===== src/nstr_pkg.sv =====
package nstr_pkg;

    // register offsets
    localparam logic [7:0] OFF_TARGET_STATE = 8'h21;
    localparam logic [7:0] OFF_COUNT_HIGH = 8'h22;
    localparam logic [7:0] OFF_COUNT_LOW_BITS = 8'h23;
    localparam logic [7:0] OFF_RATE_TIMERS = 8'h24;
    localparam logic [7:0] OFF_CONV_RESULT = 8'h25;
    localparam logic [7:0] OFF_DAC_A = 8'h26;
    localparam logic [7:0] OFF_DAC_B = 8'h27;
    localparam logic [7:0] OFF_IRQ_STATUS = 8'h30;
    localparam logic [7:0] OFF_IRQ_MASK = 8'h31;

    // values after reset
    localparam logic [7:0] RST_DAC_CODE = 8'h80;
    localparam logic [7:0] RST_ZERO = 8'h00;

    // passive target state codes
    localparam logic [3:0] TGT_POWER_OFF = 4'h0;
    localparam logic [3:0] TGT_IDLE = 4'h1;
    localparam logic [3:0] TGT_READY_L1 = 4'h2;
    localparam logic [3:0] TGT_READY_L2 = 4'h3;
    localparam logic [3:0] TGT_ACTIVE = 4'h5;
    localparam logic [3:0] TGT_HALT = 4'h9;
    localparam logic [3:0] TGT_READY_L1_STAR = 4'hA;
    localparam logic [3:0] TGT_READY_L2_STAR = 4'hB;
    localparam logic [3:0] TGT_ACTIVE_STAR = 4'hD;

    // interrupt status bit positions
    localparam int unsigned IRQ_PAR_BIT = 0;
    localparam int unsigned IRQ_ACTIVE_BIT = 1;
    localparam int unsigned IRQ_ADC_BIT = 2;
    localparam logic [2:0] IRQ_USED = 3'h7;

    // largest byte count the counter holds
    localparam logic [12:0] TX_COUNT_MAX = 13'h1FFF;

    // register bus request, one cycle per strobe
    typedef struct packed {
        logic wr;
        logic rd;
        logic [7:0] addr;
        logic [7:0] wdata;
    } nstr_bus_req_t;

    // timer activity, bit order as displayed
    typedef struct packed {
        logic ppon2_timer_running;
        logic gp_timer_running;
        logic no_response_timer_running;
        logic mask_receive_timer_running;
    } nstr_timers_t;

    // trailing bit stream toward the modulator
    typedef struct packed {
        logic bit_value;
        logic valid;
        logic done;
    } nstr_tail_t;

    // trailing bit serializer states
    typedef enum logic [1:0] {
        TAIL_IDLE = 2'b01,
        TAIL_SHIFT = 2'b10
    } nstr_tail_state_t;

endpackage


===== src/nstr_regs.sv =====
// The strobed register port was left to the implementer.
module nstr_regs
(
    input wire logic clock,
    input wire logic rst,
    input wire nstr_pkg::nstr_bus_req_t bus,
    output logic [7:0] rdata,
    input wire logic [3:0] target_state,
    input wire logic bitrate_detect_mode,
    input wire logic [1:0] detected_rate,
    input wire nstr_pkg::nstr_timers_t timers,
    input wire logic [7:0] adc_result,
    input wire logic adc_valid,
    input wire logic anticoll_enable,
    input wire logic reqa_cmd,
    input wire logic wupa_cmd,
    input wire logic iso_a_mode,
    input wire logic iso_b_mode,
    input wire logic tx_no_crc_cmd,
    input wire logic tail_start,
    input wire logic [7:0] tail_byte,
    output logic [12:0] tx_byte_count,
    output logic [2:0] tail_bit_count,
    output logic tail_parity_enable,
    output logic short_frame_allowed,
    output nstr_pkg::nstr_tail_t tail,
    output logic [7:0] dac_a_code,
    output logic [7:0] dac_b_code,
    output logic irq
);
    import nstr_pkg::*;

    // display and interrupt state
    logic [7:0] conversion_result; // latest converter sample
    logic [2:0] irq_status; // sticky event bits
    logic [2:0] irq_mask; // one enables the bit
    logic [2:0] next_irq_status; // status after this cycle
    logic was_active; // target was in an active state
    logic par_event; // parity interrupt cause
    logic active_event; // target just became active
    logic status_read; // read of the status register

    // trailing bit serializer
    nstr_tail_state_t tail_state;
    logic [7:0] tail_shift; // bits still to send, lsb next
    logic [2:0] tail_left; // bits still to send
    logic tail_go; // start accepted

    // active or active-star decode
    function automatic logic is_active(input logic [3:0] code);
        is_active = (code == TGT_ACTIVE) || (code == TGT_ACTIVE_STAR);
    endfunction

    // address match for a strobe
    function automatic logic hit(input logic strobe, input logic [7:0] addr,
                                 input logic [7:0] off);
        hit = strobe && (addr == off);
    endfunction

    // short frames need iso-a or iso-b and the no-crc command
    assign short_frame_allowed = (iso_a_mode || iso_b_mode) && tx_no_crc_cmd;

    // parity generation off whenever the last byte is split
    assign tail_parity_enable = (tail_bit_count == 3'h0);

    // anticollision setup with partial bits on a reqa or wupa
    assign par_event = anticoll_enable && (target_state == TGT_IDLE)
                       && (tail_bit_count != 3'h0) && (reqa_cmd || wupa_cmd);

    // host must take over once the target enters an active state
    assign active_event = is_active(target_state) && !was_active;

    // status clears on its own read
    assign status_read = hit(bus.rd, bus.addr, OFF_IRQ_STATUS);

    // set wins over the read clear
    always_comb
    begin
        next_irq_status = status_read ? 3'h0 : irq_status;
        if (par_event)
        begin
            next_irq_status[IRQ_PAR_BIT] = 1'b1;
        end
        if (active_event)
        begin
            next_irq_status[IRQ_ACTIVE_BIT] = 1'b1;
        end
        if (adc_valid)
        begin
            next_irq_status[IRQ_ADC_BIT] = 1'b1;
        end
    end

    // level interrupt from unmasked status
    assign irq = |(irq_status & irq_mask);

    // sticky status and active edge tracking
    always_ff @(posedge clock or posedge rst)
    begin
        if (rst)
        begin
            irq_status <= 3'h0;
            was_active <= 1'b0;
        end
        else
        begin
            irq_status <= next_irq_status;
            was_active <= is_active(target_state);
        end
    end

    // transmit byte count and trailing bit count
    always_ff @(posedge clock or posedge rst)
    begin
        if (rst)
        begin
            tx_byte_count <= {RST_ZERO, RST_ZERO[4:0]};
            tail_bit_count <= RST_ZERO[2:0];
        end
        else if (hit(bus.wr, bus.addr, OFF_COUNT_HIGH))
        begin
            // upper eight count bits
            tx_byte_count[12:5] <= bus.wdata;
        end
        else if (hit(bus.wr, bus.addr, OFF_COUNT_LOW_BITS))
        begin
            // lower five count bits and the extra bit count
            tx_byte_count[4:0] <= bus.wdata[7:3];
            tail_bit_count <= bus.wdata[2:0];
        end
    end

    // tuning dac codes
    always_ff @(posedge clock or posedge rst)
    begin
        if (rst)
        begin
            dac_a_code <= RST_DAC_CODE;
            dac_b_code <= RST_DAC_CODE;
        end
        else if (hit(bus.wr, bus.addr, OFF_DAC_A))
        begin
            dac_a_code <= bus.wdata;
        end
        else if (hit(bus.wr, bus.addr, OFF_DAC_B))
        begin
            dac_b_code <= bus.wdata;
        end
    end

    // interrupt mask
    always_ff @(posedge clock or posedge rst)
    begin
        if (rst)
        begin
            irq_mask <= RST_ZERO[2:0];
        end
        else if (hit(bus.wr, bus.addr, OFF_IRQ_MASK))
        begin
            irq_mask <= bus.wdata[2:0] & IRQ_USED;
        end
    end

    // latest conversion, host writes have no effect
    always_ff @(posedge clock or posedge rst)
    begin
        if (rst)
        begin
            conversion_result <= RST_ZERO;
        end
        else if (adc_valid)
        begin
            conversion_result <= adc_result;
        end
    end

    // read data valid only in the cycle after the strobe
    always_ff @(posedge clock or posedge rst)
    begin
        if (rst)
        begin
            rdata <= RST_ZERO;
        end
        else if (!bus.rd)
        begin
            rdata <= RST_ZERO;
        end
        else if (bus.addr == OFF_TARGET_STATE)
        begin
            // state code, upper nibble reserved
            rdata <= {4'h0, target_state};
        end
        else if (bus.addr == OFF_COUNT_HIGH)
        begin
            rdata <= tx_byte_count[12:5];
        end
        else if (bus.addr == OFF_COUNT_LOW_BITS)
        begin
            rdata <= {tx_byte_count[4:0], tail_bit_count};
        end
        else if (bus.addr == OFF_RATE_TIMERS)
        begin
            // rate only meaningful in detection mode
            rdata <= {2'h0, bitrate_detect_mode ? detected_rate : 2'h0,
                      timers};
        end
        else if (bus.addr == OFF_CONV_RESULT)
        begin
            rdata <= conversion_result;
        end
        else if (bus.addr == OFF_DAC_A)
        begin
            rdata <= dac_a_code;
        end
        else if (bus.addr == OFF_DAC_B)
        begin
            rdata <= dac_b_code;
        end
        else if (bus.addr == OFF_IRQ_STATUS)
        begin
            rdata <= {5'h00, irq_status};
        end
        else if (bus.addr == OFF_IRQ_MASK)
        begin
            rdata <= {5'h00, irq_mask};
        end
        else
        begin
            // unmapped reads as zero
            rdata <= RST_ZERO;
        end
    end

    // start only with a split byte on an allowed frame
    assign tail_go = tail_start && (tail_state == TAIL_IDLE)
                     && (tail_bit_count != 3'h0) && short_frame_allowed;

    // trailing bits shifted out lsb first, no parity slot after
    always_ff @(posedge clock or posedge rst)
    begin
        if (rst)
        begin
            tail_state <= TAIL_IDLE;
            tail_shift <= RST_ZERO;
            tail_left <= 3'h0;
            tail <= '0;
        end
        else
        begin
            case (tail_state)
                TAIL_IDLE:
                begin
                    tail <= '0;
                    if (tail_go)
                    begin
                        // capture byte and bit count
                        tail_shift <= tail_byte;
                        tail_left <= tail_bit_count;
                        tail_state <= TAIL_SHIFT;
                    end
                end
                TAIL_SHIFT:
                begin
                    // emit current lsb
                    tail.bit_value <= tail_shift[0];
                    tail.valid <= 1'b1;
                    tail_shift <= {1'b0, tail_shift[7:1]};
                    tail_left <= tail_left - 3'h1;
                    if (tail_left == 3'h1)
                    begin
                        // last bit, return without a parity bit
                        tail.done <= 1'b1;
                        tail_state <= TAIL_IDLE;
                    end
                    else
                    begin
                        tail.done <= 1'b0;
                    end
                end
                default:
                begin
                    tail_state <= TAIL_IDLE;
                end
            endcase
        end
    end
endmodule // nstr_regs


===== config.mk =====
export PLATFORM = sky130hd
export DESIGN_NAME = nstr_regs
export DESIGN_NICKNAME = d
export VERILOG_FILES = /design/src/nstr_pkg.sv /design/src/nstr_regs.sv
export SDC_FILE = /design/constraint.sdc
export NUM_CORES = 1
export LEC_CHECK = 0
export BUFFER_PORTS_ARGS = -buffer_cell sky130_fd_sc_hd__buf_2
export CAP_MARGIN = 30
export CORE_UTILIZATION = 52
export CTS_CLUSTER_SIZE = 14
export DETAILED_ROUTE_END_ITERATION = 8
export PLACE_DENSITY = 0.91
export SLEW_MARGIN = 10
export SYNTH_ARGS = -nofsm -noshare
export SYNTH_HDL_FRONTEND = slang
export SYNTH_SLANG_ARGS = --single-unit

===== constraint.sdc =====
create_clock -name clock -period 2.7 [get_ports clock]
set_clock_uncertainty 0.1 [all_clocks]
set_input_delay 0.27 -clock clock [delete_from_list [all_inputs] [get_ports clock]]
set_output_delay 0.27 -clock clock [all_outputs]
set_load 0.01 [all_outputs]

==> flow_metrics.tcl, run 1 <==
set metrics [dict create \
    status "complete, but fails checks" \
    violations "design-rule violations" \
    vias 3047 \
    portBuffers 100 \
    core_area_um2 6460 \
    setup_ws_ns 0.703 \
    maxCapViolations 0 \
    synthCells 317 \
    r2r_setup_slack_ns 0.70 \
    die_h_um 84.6 \
    required_ns 2.85 \
    grt_pass1_vias 3067 \
    post-cts-setup-buffer-count 0 \
    tightest_slew_ns 0.635 \
    synth_area_leader_cell "dfrtp_1" \
    syn_area_um2 3550 \
    synth_compound_area_frac 0.139 \
    antenna_cells 0 \
    syn-num-nets 376 \
    yosys_register_bits 71 \
    cp.arrival_ns 2.15 \
    path_class "reg -> reg" \
    route.detailed.drc 7 \
    ctsHoldBuffers 1 \
    final.setup.tns_ns 0 \
    power_density_nw_per_um2 610 \
    rsz0062_at_grt "no" \
    layout_min_cycle_time_ns 2.00 \
    min_to "conversion_result[7]$_DFFE_PP0P_" \
    die_area_um2 7160 \
    crit_path_max_fanout 7 \
    die_w_um 84.6 \
    grt_start_max_net_pins 72 \
    grt_pass1_wl_um 15000 \
    synth_area_leaders "dfrtp_1, mux2_2, mux2i_1" \
    synth_top_area_frac 0.479 \
    synth_mux_area_frac 0.177 \
    seq_area_frac_synth 0.502 \
    yosysWarnings 0 \
    top_layer_used "met4" \
    first_pass_iters 7 \
    path_cells "nor3_1 > and4b_1 > a21oi_2 > o21ai_0 > a221oi_1" \
    maxSlewViolCount 0 \
    reg2reg_depth 5 \
    worst_path_max_delay_cell "dfrtp_1" \
    timing.hold.ws_ns 0.0511 \
    endpoint_kind "register" \
    setup_viol 0 \
    synth_xor_area_frac 0 \
    worstHoldPathCells 2 \
    vdd_ir_drop_max_mv 0.327 \
    slowest_delay_ns 0.44 \
    hp-class "in -> reg" \
    synth_top_flop_cell "dfrtp_1" \
    period_share 0.740 \
    yosys.area_share.simple 0.135 \
    initialDrtViolationCount 230 \
    wl_met3_um 793 \
    clkLatencyLatePin_ns 0.35 \
    place_hpwl_um 6780 \
    drive_gt1_frac 0.423 \
    grt_antenna_before_repair 0 \
    m1WireLength_um 3790 \
    cts_buffers 9 \
    synth_adder_area_share 0.0141 \
    grt_usage 0.272 \
    syn2layout_area_growth_pct 23.5 \
    path_clk_slew_ns 0.08 \
    ioPinCount 101 \
    fill_cells 505 \
    nets 480 \
    worstHoldStart "adc_result[7]" \
    cts_tree "built" \
    gp_congestion 0.968 \
    vias_per_cell 6.06 \
    synth-edff-count 0 \
    root_buffer "clkbuf_8" \
    ctsResizeCount 0 \
    post_drt_wl_per_cell_um 18.4 \
    cts_sinks 71 \
    start_kind "register" \
    floorplan.initialDensity 0.550 \
    wl_met2_um 4510 \
    grt_overflow 0 \
    synth-async-reset-ratio 1.00 \
    synth_common_cells "dfrtp_1, mux2_2, nand2_1" \
    hold_viol 0 \
    ant_nets 0 \
    maxSlewHeadroom 0.573 \
    ys_types 55 \
    place_ws_ns 0.434 \
    yosysMostFrequentCell "dfrtp_1" \
    synth_top_family_by_area "multiplexers" \
    cts_max_level 3 \
    max_freq_mhz 501 \
    r2r_end "tail_left[2]$_DFFE_PP0P_" \
    r2r_start "tail_bit_count[2]$_DFFE_PP0P_" \
    power_leakage_nw 2.23 \
    avgSynthCellArea_um2 11.2 \
    postRouteWirelength_um 9250 \
    clockBufferDepth 2 \
    core.rowCount 29 \
]
-- where the power goes --
group          switching [W]  internal (W)
Sequential         0.0000706       0.00117
Clock               0.000419      0.000615
Combinational       0.000223      0.000179
Total               0.000713       0.00196
-- through the flow --
| step | utilization | total power [W] | instance area, µm² | std cells |
|---|---|---|---|---|
| final | 0.679 | 0.00268 | 4390 | 503 |
| after global routing | 0.679 | 0.00280 | 4390 | 503 |
| after CTS | 0.679 | 0.00269 | 4390 | 503 |
| after detailed placement | 0.640 | 0.00166 | 4130 | 486 |
| after global placement | 0.640 | 0.00163 | 4130 | 486 |
| after floorplan | - | 0.00150 | 3550 | 317 |
-- per-layer routing --
| layer | global-route usage | vias to the layer above |
|---|---|---|
| met5 | 0 | - |
| met4 | 0.105 | 0 |
| met3 | 0.0708 | 22 |
| met2 | 0.455 | 149 |
| met1 | 0.339 | 1504 |
| li1 | - | 1372 |
-- sequential cells by signal, indices dropped and copies added, names as in the netlist --
signal	flops
tx_byte_count	13
dac_a_code	8
dac_b_code	8
conversion_result	8
irq_mask	3
tail_shift	8
tail_left	3
was_active	1
irq_status	3
tail	3
tail_state	2
tail_bit_count	3
rdata	8
-- logic make-up (layout without fill, tap and decap cells) --
| kind of cell | after synthesis | after routing |
|---|---|---|
| compound gates | 75 | 75 |
| fa+ha+maj | 4 | 4 |
| buf+inv | 27 | 136 |
| flops | 71 | 71 |
| mux | 56 | 56 |
| simple gates | 84 | 84 |
-- final cells by class --
class / instances / area [µm²] / area share
clock inverters: 7 / 119 / 0.0271
flip-flops and latches: 71 / 1780 / 0.406
inverters: 14 / 52.6 / 0.0120
well taps: 77 / 96.3 / 0.0220
multi-input cells: 219 / 1650 / 0.377
repair buffers: 106 / 561 / 0.128
clock buffers: 9 / 124 / 0.0282
-- worst max-delay path, delay by kind of cell, from the launching register on --
kind            cells  cell delay, ns
compound gates      3            0.67
flops               1            0.44
simple gates        2            0.69
-- worst max path at each step --
stage,start,to,cells after the start
after floorplan,rst,conversion_result[0]$_DFFE_PP0P_,1
after detailed placement,bus[15],dac_a_code[6]$_DFFE_PP0P_,5
final,tail_bit_count[2]$_DFFE_PP0P_,tail_left[2]$_DFFE_PP0P_,5
after global placement,bus[15],dac_a_code[6]$_DFFE_PP0P_,5
after CTS,tail_bit_count[1]$_DFFE_PP0P_,tail_left[2]$_DFFE_PP0P_,5
after global routing,tail_bit_count[1]$_DFFE_PP0P_,tail_left[2]$_DFFE_PP0P_,5
-- layout by cell type, fill, tap and decap left out, types with 2 or more instances in the layout --
| cell type | n |
|---|---|
| nand2b_1 | 5 |
| buf_4 | 4 |
| mux2_2 | 44 |
| clkinvlp_4 | 2 |
| o311a_1 | 2 |
| nor2_1 | 14 |
| buf_2 | 100 |
| inv_1 | 13 |
| a21oi_1 | 20 |
| and3_1 | 7 |
| o21ai_0 | 20 |
| a21boi_0 | 3 |
| nor3_4 | 2 |
| a32o_1 | 4 |
| o21a_1 | 3 |
| o32a_1 | 2 |
| o31ai_1 | 4 |
| bufinv_16 | 3 |
| o211ai_1 | 2 |
| o22ai_1 | 2 |
| or2_2 | 2 |
| nand3b_1 | 2 |
| nor2b_1 | 4 |
| a22o_1 | 2 |
| nand2_1 | 22 |
| nand3_1 | 7 |
| clkbuf_8 | 9 |
| dfrtp_1 | 68 |
| mux2i_1 | 11 |
| dfstp_2 | 3 |
| ha_1 | 4 |
| nor3_1 | 7 |
Power figures use the tool's default switching activity.
==> inputs of run 2 (changes only) <==
--- a/config.mk
+++ b/config.mk
@@ -7,10 +7,10 @@
 export LEC_CHECK = 0
 export BUFFER_PORTS_ARGS = -buffer_cell sky130_fd_sc_hd__buf_2
 export CAP_MARGIN = 30
-export CORE_UTILIZATION = 52
+export CORE_UTILIZATION = 47
 export CTS_CLUSTER_SIZE = 14
 export DETAILED_ROUTE_END_ITERATION = 8
-export PLACE_DENSITY = 0.91
+export PLACE_DENSITY = 0.87
 export SLEW_MARGIN = 10
 export SYNTH_ARGS = -nofsm -noshare
 export SYNTH_HDL_FRONTEND = slang
==> constraint.sdc (replaced) <==
create_clock -name clock -period 1.6 [get_ports clock]
set_clock_uncertainty 0.1 [all_clocks]
set_input_delay 0.16 -clock clock [delete_from_list [all_inputs] [get_ports clock]]
set_output_delay 0.16 -clock clock [all_outputs]
set_load 0.01 [all_outputs]
==> flow_metrics.tcl, run 2 (synthesized netlist as in run 1, its figures left out) <==
set metrics [dict create \
    status "complete, but fails checks" \
    violations "negative hold slack, negative setup slack" \
    worstHoldPathCells 3 \
    clkLatencyLatePin_ns 0.36 \
    reg2reg_depth 5 \
    crit_start "tail_bit_count[0]$_DFFE_PP0P_" \
    portBuffers 100 \
    root_buffer "clkbuf_8" \
    cts_tree "built" \
    cts_sinks 71 \
    worstHoldStart "tail_byte[1]" \
    grt_usage 0.293 \
    layout_min_cycle_time_ns 1.68 \
    cts_buffers 9 \
    final_cells 592 \
    initialDrtViolationCount 189 \
    place_hpwl_um 7910 \
    antenna_cells 0 \
    vdd_ir_drop_max_mv 0.576 \
    r2r_setup_slack_ns -0.08 \
    crit_path_max_fanout 5 \
    rsz0062_at_grt "yes" \
    fill_cells 559 \
    place_ws_ns -0.246 \
    syn2layout_area_growth_pct 42.5 \
    route.detailed.drc 0 \
    core.rowCount 31 \
    nets 547 \
    maxCapViolations 0 \
    gp_congestion 0.929 \
    grt_antenna_before_repair 0 \
    maxSlewViolCount 0 \
    period_share 1.05 \
    cp.arrival_ns 1.84 \
    first_pass_iters 6 \
    regMostFlops "tx_byte_count" \
    r2r_start "tail_bit_count[0]$_DFFE_PP0P_" \
    die_h_um 88.9 \
    endpoint_kind "register" \
    floorplan.initialDensity 0.487 \
    vias 3323 \
    timing.hold.ws_ns -0.0158 \
    setup_viol 8 \
    die_area_um2 7900 \
    post_drt_wl_per_cell_um 18.4 \
    grt_overflow 0 \
    setup_ws_ns -0.0782 \
    max_freq_mhz 596 \
    ant_nets 0 \
    path_clk_slew_ns 0.08 \
    largest_reg_flops 13 \
    path_class "reg -> reg" \
    clockBufferDepth 2 \
    drive_gt1_frac 0.481 \
    final.setup.tns_ns -0.162 \
    start_kind "register" \
    postRouteWirelength_um 10900 \
    ioPinCount 101 \
    layout_commonest_cell "buf_2" \
    grt_start_max_net_pins 22 \
    cts_max_level 3 \
    core_area_um2 7290 \
    tightest_slew_ns 0.498 \
    die_w_um 88.9 \
    grt_pass1_vias 3345 \
    required_ns 1.76 \
    hold_viol 2 \
    min_to "tail_shift[1]$_DFFE_PP0P_" \
    dp.cells 554 \
    hp-class "in -> reg" \
    layout_common_cells "buf_2, dfrtp_1, buf_4, mux2_2, nand2_1" \
    power_density_nw_per_um2 918 \
    r2r_end "tail_left[2]$_DFFE_PP0P_" \
    grt_pass1_wl_um 16900 \
    power_leakage_nw 2.56 \
    maxSlewHeadroom 0.667 \
    vias_per_cell 5.61 \
]
[run 2: cell count changes in the layout (fill, tap and decap cells not counted), moves of 3 or more]
cell / previous run / this run
o21ai_0: 20 / 13
dlygate4sd3_1: 1 / 20
buf_12: 1 / 4
buf_4: 4 / 48
o21ai_1: 0 / 7
[run 2: metrics by stage]
step	util	area, µm²	power (W)
after global routing	0.694	5060	0.00484
after floorplan	-	3590	0.00253
after CTS	0.691	5040	0.00465
final	0.694	5060	0.00464
after global placement	0.627	4570	0.00285
after detailed placement	0.627	4570	0.00292
[run 2: final cells by class]
cell class / instances / area [µm²] / area share
Clock inverter: 7 / 103 / 0.0203
Sequential cell: 71 / 1780 / 0.352
Clock buffer: 9 / 124 / 0.0245
Inverter: 14 / 58.8 / 0.0116
Multi-Input combinational cell: 219 / 1710 / 0.338
Timing Repair Buffer: 173 / 1160 / 0.229
Tap cell: 99 / 124 / 0.0245
[run 2: worst max-delay path, stage by stage (launching register included)]
cell and delay, ns:
dfrtp_2 0.43, nor3_4 0.22, and4b_2 0.28, a21oi_4 0.19, o21ai_1 0.14, a221oi_2 0.24
[run 2: per-layer routing]
metal | global-route usage | part of all wire | vias to the layer above
met2 | 0.491 | 0.50 | 194
li1 | - | - | 1512
met5 | 0 | 0 | -
met4 | 0.135 | 0.027 | 0
met1 | 0.373 | 0.40 | 1590
met3 | 0.0489 | 0.078 | 27
[run 2: report_power, final]
group / leakage, nW / switching, W / internal (W)
sequential: 0.931 / 0.000118 / 0.00197
clock: 0.111 / 0.000773 / 0.000897
combinational: 1.52 / 0.000450 / 0.000431
[run 2: worst max path at each step]
stage | end | slack (ns) | depth (start not counted)
3_5_place_dp | dac_a_code[5]$_DFFE_PP0P_ | -0.25 | 6
5_1_grt | tail_left[2]$_DFFE_PP0P_ | -0.13 | 5
3_3_place_gp | irq_mask[1]$_DFFE_PP0P_ | -0.22 | 6
4_1_cts | tail_left[2]$_DFFE_PP0P_ | -0.06 | 5
6_report | tail_left[2]$_DFFE_PP0P_ | -0.08 | 5
2_1_floorplan | dac_a_code[0]$_DFFE_PP0P_ | -0.15 | 5
[run 2: what timing repair did]
item,CTS,global route
gates cloned,0,0
pin swaps,3,1
endpoints found under the hold margin,49,2
resized for setup,10,9
buffers inserted,3,0
hold buffers,18,2
endpoints found under the setup margin,13,16
